==> config.mk <==
export PLATFORM = sky130hd
export DESIGN_NAME = wdw_top
export DESIGN_NICKNAME = d
export VERILOG_FILES = /design/src/core/wdw_pkg.sv /design/src/core/wdw_delay.sv /design/src/core/wdw_top.sv
export VERILOG_INCLUDE_DIRS = /design/src /design/src/core
export SDC_FILE = /design/constraint.sdc
export NUM_CORES = 1
export LEC_CHECK = 0
export BUFFER_PORTS_ARGS = -buffer_cell sky130_fd_sc_hd__buf_2
export CORE_ASPECT_RATIO = 1.25
export CORE_UTILIZATION = 55
export CTS_BUF_LIST = sky130_fd_sc_hd__clkbuf_2
export CTS_CLUSTER_SIZE = 10
export DETAILED_ROUTE_END_ITERATION = 10
export PLACE_DENSITY = 0.86
export SLEW_MARGIN = 0
export SYNTH_ARGS = -nofsm -noshare
export SYNTH_HDL_FRONTEND = slang
export SYNTH_HIERARCHICAL = 1
export SYNTH_SLANG_ARGS = --single-unit
export TNS_END_PERCENT = 100
==> constraint.sdc <==
create_clock -name pclk -period 3.65 [get_ports pclk]
set_clock_uncertainty 0.2 [all_clocks]
set_input_delay 0.73 -clock pclk [delete_from_list [all_inputs] [get_ports pclk]]
set_output_delay 0.73 -clock pclk [all_outputs]
set_load 0.01 [all_outputs]
==> src/core/wdw_regs.svh <==
// Register offsets, field positions, reset values and timing counts of the watchdog block.
// Assumes pclk runs at 100 MHz and also stands in for the system clock of the core.
// Function
// - Sleep wakes on reset, pin, interrupt, overflow.
// - Reset wake resets all; overflow wake resets PC/SP.
// - Power-down flag: cleared by clears, set by halt.
// - Enabled pin falling edge wakes; resume after halt.
// - Disabled interrupt or full stack: resume after halt.
// - Enabled interrupt with free stack: take interrupt.
// - Interrupt already pending at halt never wakes.
// - Wake delay: reset+128, else 2 or 128.
// - Watchdog instructions do nothing while watchdog off.
// - Option on forces watchdog; else enable code decides.
// - Enable code 1010 disables, resets there; others enable.
// - Clock from crystal, sys/4 or RC; sys/4 sleeps.
// - Period is two to eight plus selector.
// - Run-mode timeout resets device, sets timeout flag.
// - Sleep timeout wakes, sets flag, resets PC/SP.
// - Counter cleared by reset pin, clears, halt.
// - Option picks single clear or paired clear.
// - Paired clear needs alternating distinct instructions.
// - Period register bits 7..3 read zero.
`ifndef WDW_REGS_SVH
`define WDW_REGS_SVH

`define WDW_OFS_PERIOD 12'h000
`define WDW_OFS_CTRL 12'h004
`define WDW_OFS_STATUS 12'h008
`define WDW_OFS_PORTWAKE 12'h00C

`define WDW_SEL_MSB 2
`define WDW_EN_MSB 3
`define WDW_ST_TO 0
`define WDW_ST_PDF 1
`define WDW_ST_ON 2
`define WDW_ST_SLEEP 3

`define WDW_SEL_RST 3'h7
`define WDW_EN_OFF 4'hA
`define WDW_PORTWAKE_RST 8'h00

`define WDW_PERIOD_MIN 16'h0100
`define WDW_CLK_MHZ 100
`define WDW_RSTD_MS 100
`define WDW_RSTD_CYC (`WDW_RSTD_MS * `WDW_CLK_MHZ * 1000)
`define WDW_SST1_CYC 2
`define WDW_SST2_CYC 128

`endif

==> src/core/wdw_pkg.sv <==
// Types shared by the watchdog and wake-up files.
// Assumes the constants header is included by each user file.
package wdw_pkg;
    typedef enum logic [1:0] {WDW_SRC_LXT, WDW_SRC_SYSDIV4, WDW_SRC_LOW_SPEED_RC_OSC} wdw_clk_src_t;
    typedef enum logic [1:0] {WDW_RUN, WDW_SLEEP, WDW_DELAY} wdw_state_t;
    typedef enum logic [1:0] {WDW_PAIR_NONE, WDW_PAIR_HAVE1, WDW_PAIR_HAVE2} wdw_pair_t;
    typedef struct packed {
        logic clr;
        logic clr1;
        logic clr2;
        logic halt;
    } wdw_instr_t;
    typedef struct packed {
        logic full_reset;
        logic pcsp_reset;
        logic resume;
        logic take_irq;
    } wdw_act_t;
endpackage : wdw_pkg

==> src/core/wdw_delay.sv <==
// Start-up delay counter used after every wake-up.
// Assumes start is a one-cycle pulse and len is at least one.
`timescale 1ns/1ns
`default_nettype none
module wdw_delay #(
    parameter int W = 24
) (
    // Clock and reset.
    input wire logic pclk,
    input wire logic presetn,
    // Control.
    input wire logic start,
    input wire logic [W-1:0] len,
    // Status.
    output logic busy,
    output logic done
);
    logic [W-1:0] cnt_q;

    always_ff @(posedge pclk or negedge presetn) begin
        if (!presetn) begin
            cnt_q <= '0;
        end else if (start) begin
            cnt_q <= len;
        end else if (cnt_q != '0) begin
            cnt_q <= cnt_q - 1'b1;
        end
    end

    assign busy = (cnt_q != '0);
    // Done marks the last waiting cycle so that execution resumes exactly len cycles later.
    assign done = (cnt_q == {{(W-1){1'b0}}, 1'b1});
endmodule : wdw_delay
`default_nettype wire

==> src/core/wdw_top.sv <==
// Watchdog timer with sleep wake-up control and its APB register file.
// Assumes all inputs are synchronous to pclk and tick inputs are one-cycle pulses.
//
// The implementer's own choices: the register addresses and the APB interface to the registers.
`timescale 1ns/1ns
`default_nettype none
`include "wdw_regs.svh"
module wdw_top #(
    parameter int N_IRQ = 4,
    parameter int N_PINS = 8,
    parameter int RST_DELAY_CYC = `WDW_RSTD_CYC
) (
    // Clock and reset.
    input wire logic pclk,
    input wire logic presetn,
    // APB slave.
    input wire logic psel,
    input wire logic penable,
    input wire logic pwrite,
    input wire logic [11:0] paddr,
    input wire logic [31:0] pwdata,
    output logic [31:0] prdata,
    output logic pready,
    output logic pslverr,
    // Configuration options.
    input wire logic cfg_wdt_en,
    input wire wdw_pkg::wdw_clk_src_t cfg_clk_src,
    input wire logic cfg_pair_clear,
    input wire logic cfg_crystal,
    // Slow clock ticks, one cycle each.
    input wire logic lxt_tick,
    input wire logic low_speed_rc_osc_tick,
    // Core instructions and interrupt state.
    input wire wdw_pkg::wdw_instr_t instr,
    input wire logic [N_IRQ-1:0] irq_req,
    input wire logic [N_IRQ-1:0] irq_en,
    input wire logic stack_full,
    // Pins.
    input wire logic ext_reset_n,
    input wire logic [N_PINS-1:0] wake_port_pins,
    // Results to the core.
    output wdw_pkg::wdw_act_t act,
    output logic wdt_reset,
    output logic cpu_run,
    output logic timeout_flag,
    output logic power_down_flag
);
    ////////////////////////////////////////////////////////////////////////////////
    logic [2:0] timeout_period_sel_q;
    logic [3:0] watchdog_enable_code_q;
    logic [N_PINS-1:0] port_wake_enable_q;
    logic [31:0] prdata_q;
    logic wr_en;
    logic setup_rd;
    logic addr_ok;
    logic [31:0] rd_d;

    assign wr_en = psel && penable && pwrite;
    assign setup_rd = psel && !penable;
    assign pready = psel && penable;
    assign addr_ok = (paddr == `WDW_OFS_PERIOD) || (paddr == `WDW_OFS_CTRL)
        || (paddr == `WDW_OFS_STATUS) || (paddr == `WDW_OFS_PORTWAKE);
    assign pslverr = pready && !addr_ok;
    assign prdata = prdata_q;

    always_ff @(posedge pclk or negedge presetn) begin
        if (!presetn) begin
            timeout_period_sel_q <= `WDW_SEL_RST;
            watchdog_enable_code_q <= `WDW_EN_OFF;
            port_wake_enable_q <= N_PINS'(`WDW_PORTWAKE_RST);
        end else if (wr_en) begin
            unique case (paddr)
                `WDW_OFS_PERIOD: timeout_period_sel_q <= pwdata[`WDW_SEL_MSB:0];
                `WDW_OFS_CTRL: watchdog_enable_code_q <= pwdata[`WDW_EN_MSB:0];
                `WDW_OFS_PORTWAKE: port_wake_enable_q <= pwdata[N_PINS-1:0];
                default: ;
            endcase
        end
    end

    ////////////////////////////////////////////////////////////////////////////////
    wdw_pkg::wdw_state_t state_q;
    wdw_pkg::wdw_pair_t pair_q;
    logic wdt_on;
    logic [14:0] cnt_q;
    logic [1:0] div_q;
    logic tick;
    logic [15:0] per_full;
    logic [14:0] limit;
    logic tmo_evt;
    logic clr_any;
    logic clr_hit;
    logic to_q;
    logic pdf_q;

    always_comb begin
        rd_d = 32'h0000_0000;
        unique case (paddr)
            `WDW_OFS_PERIOD: rd_d[`WDW_SEL_MSB:0] = timeout_period_sel_q;
            `WDW_OFS_CTRL: rd_d[`WDW_EN_MSB:0] = watchdog_enable_code_q;
            `WDW_OFS_STATUS: begin
                rd_d[`WDW_ST_TO] = to_q;
                rd_d[`WDW_ST_PDF] = pdf_q;
                rd_d[`WDW_ST_ON] = wdt_on;
                rd_d[`WDW_ST_SLEEP] = (state_q == wdw_pkg::WDW_SLEEP);
            end
            `WDW_OFS_PORTWAKE: rd_d[N_PINS-1:0] = port_wake_enable_q;
            default: ;
        endcase
    end

    // Read data is latched in the setup cycle so it comes from a flop in the access cycle.
    always_ff @(posedge pclk or negedge presetn) begin
        if (!presetn) begin
            prdata_q <= 32'h0000_0000;
        end else if (setup_rd) begin
            prdata_q <= pwrite ? 32'h0000_0000 : rd_d;
        end
    end

    // The configuration option wins over the register enable code.
    assign wdt_on = cfg_wdt_en || (watchdog_enable_code_q != `WDW_EN_OFF);

    // The sys/4 divider runs on the system clock, which is stopped during sleep.
    always_ff @(posedge pclk or negedge presetn) begin
        if (!presetn) begin
            div_q <= 2'h0;
        end else if (state_q != wdw_pkg::WDW_SLEEP) begin
            div_q <= div_q + 2'h1;
        end
    end

    always_comb begin
        unique case (cfg_clk_src)
            wdw_pkg::WDW_SRC_LXT: tick = lxt_tick;
            wdw_pkg::WDW_SRC_SYSDIV4: tick = (div_q == 2'h3) && (state_q != wdw_pkg::WDW_SLEEP);
            wdw_pkg::WDW_SRC_LOW_SPEED_RC_OSC: tick = low_speed_rc_osc_tick;
            default: tick = 1'b0;
        endcase
    end

    assign per_full = `WDW_PERIOD_MIN << timeout_period_sel_q;
    assign limit = 15'(per_full - 16'h0001);
    assign tmo_evt = wdt_on && tick && (cnt_q == limit);

    // Clear instructions are ignored entirely while the watchdog is off.
    assign clr_any = wdt_on && (instr.clr || instr.clr1 || instr.clr2);
    always_comb begin
        clr_hit = 1'b0;
        if (wdt_on) begin
            if (!cfg_pair_clear) begin
                clr_hit = instr.clr;
            end else begin
                clr_hit = (instr.clr2 && pair_q == wdw_pkg::WDW_PAIR_HAVE1)
                    || (instr.clr1 && pair_q == wdw_pkg::WDW_PAIR_HAVE2);
            end
        end
    end

    always_ff @(posedge pclk or negedge presetn) begin
        if (!presetn) begin
            pair_q <= wdw_pkg::WDW_PAIR_NONE;
        end else if (wdt_on && cfg_pair_clear) begin
            if (clr_hit) begin
                pair_q <= wdw_pkg::WDW_PAIR_NONE;
            end else if (instr.clr1 && pair_q == wdw_pkg::WDW_PAIR_NONE) begin
                pair_q <= wdw_pkg::WDW_PAIR_HAVE1;
            end else if (instr.clr2 && pair_q == wdw_pkg::WDW_PAIR_NONE) begin
                pair_q <= wdw_pkg::WDW_PAIR_HAVE2;
            end
        end
    end

    always_ff @(posedge pclk or negedge presetn) begin
        if (!presetn) begin
            cnt_q <= 15'h0000;
        end else if (!ext_reset_n || clr_hit || tmo_evt) begin
            cnt_q <= 15'h0000;
        end else if (instr.halt && state_q == wdw_pkg::WDW_RUN) begin
            cnt_q <= 15'h0000;
        end else if (wdt_on && tick) begin
            cnt_q <= cnt_q + 15'h0001;
        end
    end

    ////////////////////////////////////////////////////////////////////////////////
    logic [N_PINS-1:0] pins_prev_q;
    logic [N_PINS-1:0] pin_fall;
    logic [N_IRQ-1:0] irq_held_q;
    logic [N_IRQ-1:0] irq_wake;
    logic halt_run;
    logic in_sleep;
    logic wake_rst;
    logic wake_any;
    logic irq_take_d;
    logic take_q;
    logic wake_reset_q;
    logic dly_done;
    logic [23:0] dly_len;

    assign halt_run = instr.halt && state_q == wdw_pkg::WDW_RUN;
    assign in_sleep = state_q == wdw_pkg::WDW_SLEEP;
    assign pin_fall = pins_prev_q & ~wake_port_pins & port_wake_enable_q;
    assign irq_wake = irq_req & ~irq_held_q;
    assign wake_rst = in_sleep && !ext_reset_n;
    assign wake_any = in_sleep && (!ext_reset_n || tmo_evt || (irq_wake != '0)
        || (pin_fall != '0));
    assign irq_take_d = ((irq_wake & irq_en) != '0) && !stack_full;

    always_comb begin
        if (wake_rst) begin
            dly_len = 24'(RST_DELAY_CYC + `WDW_SST2_CYC);
        end else if (cfg_crystal) begin
            dly_len = 24'(`WDW_SST2_CYC);
        end else begin
            dly_len = 24'(`WDW_SST1_CYC);
        end
    end

    always_ff @(posedge pclk or negedge presetn) begin
        if (!presetn) begin
            pins_prev_q <= '0;
        end else begin
            pins_prev_q <= wake_port_pins;
        end
    end

    // Requests already raised when the halt runs are held off so they cannot wake.
    always_ff @(posedge pclk or negedge presetn) begin
        if (!presetn) begin
            irq_held_q <= '0;
        end else if (halt_run) begin
            irq_held_q <= irq_req;
        end else if (state_q == wdw_pkg::WDW_RUN) begin
            irq_held_q <= '0;
        end
    end

    always_ff @(posedge pclk or negedge presetn) begin
        if (!presetn) begin
            state_q <= wdw_pkg::WDW_RUN;
        end else begin
            unique case (state_q)
                wdw_pkg::WDW_RUN: if (halt_run) state_q <= wdw_pkg::WDW_SLEEP;
                wdw_pkg::WDW_SLEEP: if (wake_any) state_q <= wdw_pkg::WDW_DELAY;
                wdw_pkg::WDW_DELAY: if (dly_done) state_q <= wdw_pkg::WDW_RUN;
                default: state_q <= wdw_pkg::WDW_RUN;
            endcase
        end
    end

    // Resets are issued at the wake edge; resume or interrupt entry waits out the delay.
    always_ff @(posedge pclk or negedge presetn) begin
        if (!presetn) begin
            act <= '0;
            take_q <= 1'b0;
            wake_reset_q <= 1'b0;
            wdt_reset <= 1'b0;
        end else begin
            act <= '0;
            wdt_reset <= state_q == wdw_pkg::WDW_RUN && tmo_evt;
            if (wake_any) begin
                act.full_reset <= wake_rst;
                act.pcsp_reset <= !wake_rst && tmo_evt;
                take_q <= !wake_rst && !tmo_evt && irq_take_d;
                wake_reset_q <= wake_rst || tmo_evt;
            end
            if (state_q == wdw_pkg::WDW_DELAY && dly_done && !take_q && !wake_reset_q) begin
                act.resume <= 1'b1;
            end
            if (state_q == wdw_pkg::WDW_DELAY && dly_done && take_q) begin
                act.take_irq <= 1'b1;
            end
        end
    end

    wdw_delay #(
        .W(24)
    ) u_delay (
        .pclk(pclk),
        .presetn(presetn),
        .start(wake_any),
        .len(dly_len),
        .busy(),
        .done(dly_done)
    );

    ////////////////////////////////////////////////////////////////////////////////
    // The timeout flag set wins over a clear arriving in the same cycle.
    always_ff @(posedge pclk or negedge presetn) begin
        if (!presetn) begin
            to_q <= 1'b0;
        end else if (tmo_evt) begin
            to_q <= 1'b1;
        end else if (halt_run || clr_any) begin
            to_q <= 1'b0;
        end
    end

    always_ff @(posedge pclk or negedge presetn) begin
        if (!presetn) begin
            pdf_q <= 1'b0;
        end else if (halt_run) begin
            pdf_q <= 1'b1;
        end else if (clr_any) begin
            pdf_q <= 1'b0;
        end
    end

    assign timeout_flag = to_q;
    assign power_down_flag = pdf_q;
    assign cpu_run = state_q == wdw_pkg::WDW_RUN;
endmodule : wdw_top
`default_nettype wire

* Yosys cells after proc, flatten, opt, wreduce, memory -nomap -nowiden
Index checks and enable logic that the tools add are counted.
** Storage, ports and cells
- Bits of input ports :: 78
- Logic and storage cells :: 144
- Register bits after elaboration :: 113
- Output and inout port bits :: 42
** Cells by class
- Shift-type cells :: 1
- Equal/unequal tests :: 17
- Bitwise gates (word level) :: 6
- Muxes and demuxes :: 30
- Add/sub/neg operators :: 4
- Reduce and logical (&&, ||, !) cells :: 66
** Operators with widths (number)
- 24-bit two-way mux :: 3
- 15-bit two-way mux :: 3
- 1-bit logical AND :: 25
- 12-bit by 4-bit equality test with 1-bit output, second input constant :: 2
- 24-bit by 1-bit equality test with 1-bit output, second input constant :: 1
- 24-bit nonzero test :: 1
- 24-bit by 1-bit subtractor with 24-bit output, second input constant :: 1
- 8-bit AND :: 2
- 8-bit two-way mux :: 2
- 15-bit by 1-bit adder with 15-bit output, second input constant :: 1
- 15-bit equality test :: 1
- 9-bit by 3-bit << shifter with 15-bit output, first input constant :: 1
- 15-bit by 1-bit subtractor with 15-bit output, second input constant :: 1
- 1-bit logical OR :: 14
- 2-bit two-way mux :: 7
- 12-bit by 3-bit equality test with 1-bit output, second input constant :: 1
- 12-bit logical NOT :: 1
- 4-bit two-way mux :: 3
- 3-bit case mux with 4 select lines :: 1
- 4-bit AND :: 2
- 2-bit equality test, second input constant :: 4
- 1-bit logical NOT :: 8
- 1-bit two-way mux :: 8
- 8-bit NOT :: 1
- 15 further kinds :: 30

* Logic depth before layout (Yosys ltp)
- Depth after elaboration :: 11
- Mapped depth :: 12
- Gate-level depth less buffers :: 11

* Cells and area by module
Netlist, hierarchy kept.
** Modules (own cells, without submodules)
- wdw_top :: instances 1, area each 3460.8 um2, sequential area each 1632.8 um2, cells each 344
- wdw_delay :: instances 1, area each 1556.5 um2, sequential area each 600.6 um2, cells each 160

* Worst setup path after synthesis
OpenSTA, ideal clock, no wires.
- Path type :: input -> register
- Start point :: input port cfg_clk_src[1]
- End point :: register u_delay.cnt_q[5]
- Library setup time :: 0.134 ns
- Cell stages on the path :: 11
- Buffers on the path :: 2
- Path slack :: 0.542 ns
- Arrival :: 2.774 ns
- Required time :: 3.316 ns
- Path through :: nand2b_1 > o32ai_4 > nand2_2 > or4_4 > nor3b_4 > nor2_1 > clkbuf_1 > buf_1 > nor3b_1 > a21oi_1 > o41ai_1
** On the way
- Longest elaborated chain between the ends :: 9
- Elaborated cells on any way between the ends :: 12
- Classes of those cells :: eq/ne (2); mux (2); reduce/logical (8)
** Ends and longest elaborated chain
- start: declaration :: RTL line wdw_top.sv:27 : input wire wdw_pkg::wdw_clk_src_t cfg_clk_src,
- 2-bit equality test, or another cell as far along :: RTL line wdw_top.sv:134 : unique case (cfg_clk_src)
- 1-bit case mux with 3 select lines (*) :: RTL line wdw_top.sv:134
- 1-bit logical AND (*) (2 in a row) :: RTL line wdw_top.sv:144 : assign tmo_evt = wdt_on && tick && (cnt_q == limit);
- 1-bit logical OR (*) (2 in a row) :: RTL line wdw_top.sv:206 : assign wake_any = in_sleep && (!ext_reset_n || tmo_evt || (irq_wake != '0)
- 1-bit logical OR (*) :: RTL line wdw_top.sv:207 : || (pin_fall != '0));
- 1-bit logical AND (*) :: RTL line wdw_top.sv:206
- via wake_any :: RTL line wdw_top.sv:194 : logic wake_any;
- 24-bit two-way mux / 2-bit nonzero test (equally long branches)
- end signal: assignment :: RTL line wdw_delay.sv:24 : cnt_q <= len;
- end signal: assignment :: RTL line wdw_delay.sv:26 : cnt_q <= cnt_q - 1'b1;
- end: declaration :: RTL line wdw_delay.sv:18 : logic [W-1:0] cnt_q;
The timed path passes the listed nets; every way through them passes the cells marked *.
A chain may end at the register's enable or synchronous reset.

* Final worst setup path
- Start point :: register timeout_period_sel_q[2]
- End point :: register u_delay.cnt_q[20]
** On the way
- Longest elaborated chain between the ends :: 9
- Elaborated cells on any way between the ends :: 10
- Classes of those cells :: add/sub (1); eq/ne (1); shift (1); mux (1); reduce/logical (6)
** Ends and longest elaborated chain
- start: declaration :: RTL line wdw_top.sv:49 : logic [2:0] timeout_period_sel_q;
- start signal: assignment :: RTL line wdw_top.sv:68 : timeout_period_sel_q <= `WDW_SEL_RST;
- start signal: assignment :: RTL line wdw_top.sv:73 : `WDW_OFS_PERIOD: timeout_period_sel_q <= pwdata[`WDW_SEL_MSB:0];
- 9-bit by 3-bit << shifter with 15-bit output (no source line) (*)
- 15-bit by 1-bit subtractor with 15-bit output (*) :: RTL line wdw_top.sv:143 : assign limit = 15'(per_full - 16'h0001);
- 15-bit equality test (*) :: RTL line wdw_top.sv:144
- 1-bit logical AND (*) :: RTL line wdw_top.sv:144
- 1-bit logical OR (*) (2 in a row) :: RTL line wdw_top.sv:206
- 1-bit logical OR (*) :: RTL line wdw_top.sv:207
- 1-bit logical AND (*) :: RTL line wdw_top.sv:206
- via wake_any :: RTL line wdw_top.sv:194
- 24-bit two-way mux / 2-bit nonzero test (equally long branches)
Marked as above.

==> out/metrics.cfg <==
[routing]
ant_nets = 0
wirelength_mm = 10.7
via_per_inst = 5.64
vias = 4042
dr.pass1.iters = 5
first_iter_violations = 260
wire_per_inst_microns = 14.9
drc = 0

[global_routing]
grt_util_all_layers_pct = 23.7
grt_pass1_wl_mm = 17.6
grt_remaining_overflow = 0
top_usage_layer = met2
grtUsageMet1_pct = 28.7
grt_util_met3_pct = 3.86
grt_antenna_before_repair = 0
grt_pass1_vias = 3948
use_met2_pct = 42.0
grt_max_degree = 90

[logic_synthesis]
synth_warnings = 6
ys_ff_latch = 89
synth_ff_type = dfrtp_1
netlist_area_sq_um = 5020
synth_compound_area_share_pct = 14.3
yosysTopAreaCellShare_pct = 41.9
synth_area_leaders = dfrtp_1 (42%), nand2_1 (4.8%), mux2_2 (4.0%), buf_4 (3.6%), nor2_1 (2.8%)
synth_simple_gate_area_share_pct = 23.3
synth_cell_type_count = 79
synthAdderAreaFrac_pct = 1.25
synth_xor_area_share_pct = 3.14
syn_inst = 504
muxShareOfSynthArea_pct = 6.46
async_flop_share_pct = 100
synth_top_family_by_area = simple AND/OR/NAND/NOR gates
synth_edf_count = 0
synth_top_cell_by_area = dfrtp_1
postSynthAreaPerCell_sq_um = 9.95
seq_area_frac_synth_pct = 44.5

[power_and_ir_drop]
p_comb_share_pct = 34.4
p_sw_share_pct = 40.1
p_leak_nw = 2.58
intPower_mw = 1.72
seqPwrFrac_pct = 48.7
p_sw_mw = 1.15
p_per_area_nw_per_um2 = 513
p_total_mw = 2.87
ir_drop_mv = 0.352
clkPwrFrac_pct = 16.9

[final_layout]
post-route-util_pct = 63.9
nets = 675
area_growth_pct = 11.4
antennaDiodeCount = 0
drive_gt1_share_pct = 26.5
finalInstanceArea_sq_um = 5590

[worst_setup_path]
cp_slowest_stage_delay_ps = 700
path_cells = nor3_1 -> a211oi_2 -> o211ai_2 -> or4_4 -> nor3b_4 -> nor2_2 -> buf_4 -> nor2_1 -> a22o_1
critical_path_class = register to register
required_ps = 3920
cp_slowest_cell = dfstp_2
endpoint_kind = register
start_kind = register
cp_max_fo = 12
crit_arrival_ps = 3330

[sta]
setup_viol = 0
report.final.slew_viol_count = 0
tns_ps = 0
hold_viol_final = 0
slew_headroom_pct = 27.6
rsz0062_at_grt = false
max_freq_mhz = 326
post-route-period-util_pct = 84.0
fin_crit_ps = 3070
worst_slew_pin_slew_ps = 1090

[floorplan]
initial_core_util_pct = 57.4
core_sq_um = 8750
die_h_microns = 109
ios = 120
fp.dieW_microns = 87.4
rows = 38
die_area_sq_um = 9510

[placement]
placed_area_sq_um = 5450
gp_congestion = 0.865
io_buffers = 71
dp_hpwl_mm = 8.03

[clock_network]
htreeDepth = 3
cts_tree = done
cts-root-buf = clkbuf_2
cts_buffers = 9
clk_latency_ps = 550
clock_sinks = 89
clkTransAtPathRegs_ps = 270
ctsLongestPathBuffers = 2

[run_status]
status = finished clean

[worst_hold_path]
hp-class = input port to register

[job]
max_cap_viol_count = 0

## layer usage
| metal | up-vias | share of wire [%] |
|---|---|---|
| met5 | - | 0 |
| met2 | 127 | 52 |
| met1 | 1980 | 41 |
| met3 | 14 | 5.6 |
| li1 | 1921 | - |
| met4 | 0 | 1.3 |
## cells by family after synthesis
logic type               after synthesis
flip-flops                            89
AND/OR/NAND/NOR                      209
XOR/XNOR                              18
buffers and inverters                 61
AO/OA/AOI/OAI                         95
other                                  1
multiplexers                          26
adder cells (fa/ha/maj)                5
## power groups by stage
stage	sequential [mW]	combinational, mW	clock [mW]
detailed placement	1.41	0.980	0
global placement	1.40	0.928	0
floorplan	1.37	0.763	0
global route	1.42	1.09	0.546
CTS	1.39	0.984	0.501
finish	1.40	0.988	0.485
## per-stage QoR
step	instances	worst slack, ps	hold slack (ps)
after global placement	699	330	254
final	717	584	84.1
after global routing	717	448	29.5
after CTS	715	577	30.2
after floorplan	541	542	206
after detailed placement	699	308	239
## state kept, by name, indices dropped and copies added, names as in the netlist, 2 cells and up
signal	flops
pins_prev_q	8
div_q	2
prdata	8
state_q	2
timeout_period_sel_q	3
port_wake_enable_q	8
pair_q	2
irq_held_q	4
watchdog_enable_code_q	4
u_delay/cnt_q	24
cnt_q	15
act	4
## placed cells by master (no fill, tap or decap), types with 4 or more instances in the layout
master / count
a21oi_1: 12
a22o_1: 12
a31oi_1: 4
and2_1: 6
buf_2: 70
buf_4: 9
clkbuf_2: 9
conb_1: 38
dfrtp_1: 84
dfstp_2: 5
ha_1: 5
inv_1: 19
mux2_2: 18
mux2i_1: 5
nand2_1: 64
nand2b_1: 10
nand3_1: 12
nand4_1: 6
nor2_1: 37
nor2b_1: 4
nor3_1: 12
nor3b_1: 4
nor4_1: 7
o21ai_0: 19
o22ai_1: 6
o31ai_1: 9
or3_1: 7
xnor2_1: 7
xor2_1: 11
## cells in the mapped netlist (4+ instances only)
cell type  number
o31ai_1         9
or3_1           7
nor2_1         38
ha_1            5
nor2b_1         4
and2_1          6
nand4_1         6
nor3_1         12
a31oi_1         4
a22o_1         12
dfstp_2         5
clkbuf_1       11
buf_6           4
dfrtp_1        84
o22ai_1         6
nor4_1          7
mux2_2         18
a21oi_1        12
nor3b_1         4
o21ai_0        19
nand2b_1       10
xor2_1         11
nand3_1        12
mux2i_1         5
xnor2_1         7
inv_1          19
nand2_1        64
buf_4          24
## final cells by class
type | count | area [sq um]
fill | 734 | 3160
multi-input combinational | 391 | 2570
sequential | 89 | 2230
timing repair buffer | 81 | 438
tap | 120 | 150
inverter | 20 | 75.1
clock inverter | 7 | 72.6
clock buffer | 9 | 45.0
## worst max-delay path: cells and delay by family, from the launching register on
family / cells / cell delay [ps]
compound gates: 3 / 640
simple gates: 5 / 1200
flops: 1 / 700
buf+inv: 1 / 230
## repair_timing
action	in CTS	in global routing
setup endpoints to repair	0	0
setup buffers	0	0
endpoints found under the hold margin	0	2
hold buffers	0	2
resized for setup	0	0
## path summary, 6_finish.rpt
path	start	slack, ps	end	cells past startpoint
hold reg to reg	wake_reset_q	300	act[1]	1
setup / recovery	timeout_period_sel_q[2]	580	u_delay/cnt_q[20]	9
hold / removal	wake_port_pins[3]	80	pins_prev_q[3]	1
setup reg to reg	timeout_period_sel_q[2]	580	u_delay/cnt_q[20]	9
min in group asynchronous	presetn	120	port_wake_enable_q[5]	1
max in group asynchronous	presetn	2430	u_delay/cnt_q[3]	1
Note: power is estimated with default switching activity, not from simulation.
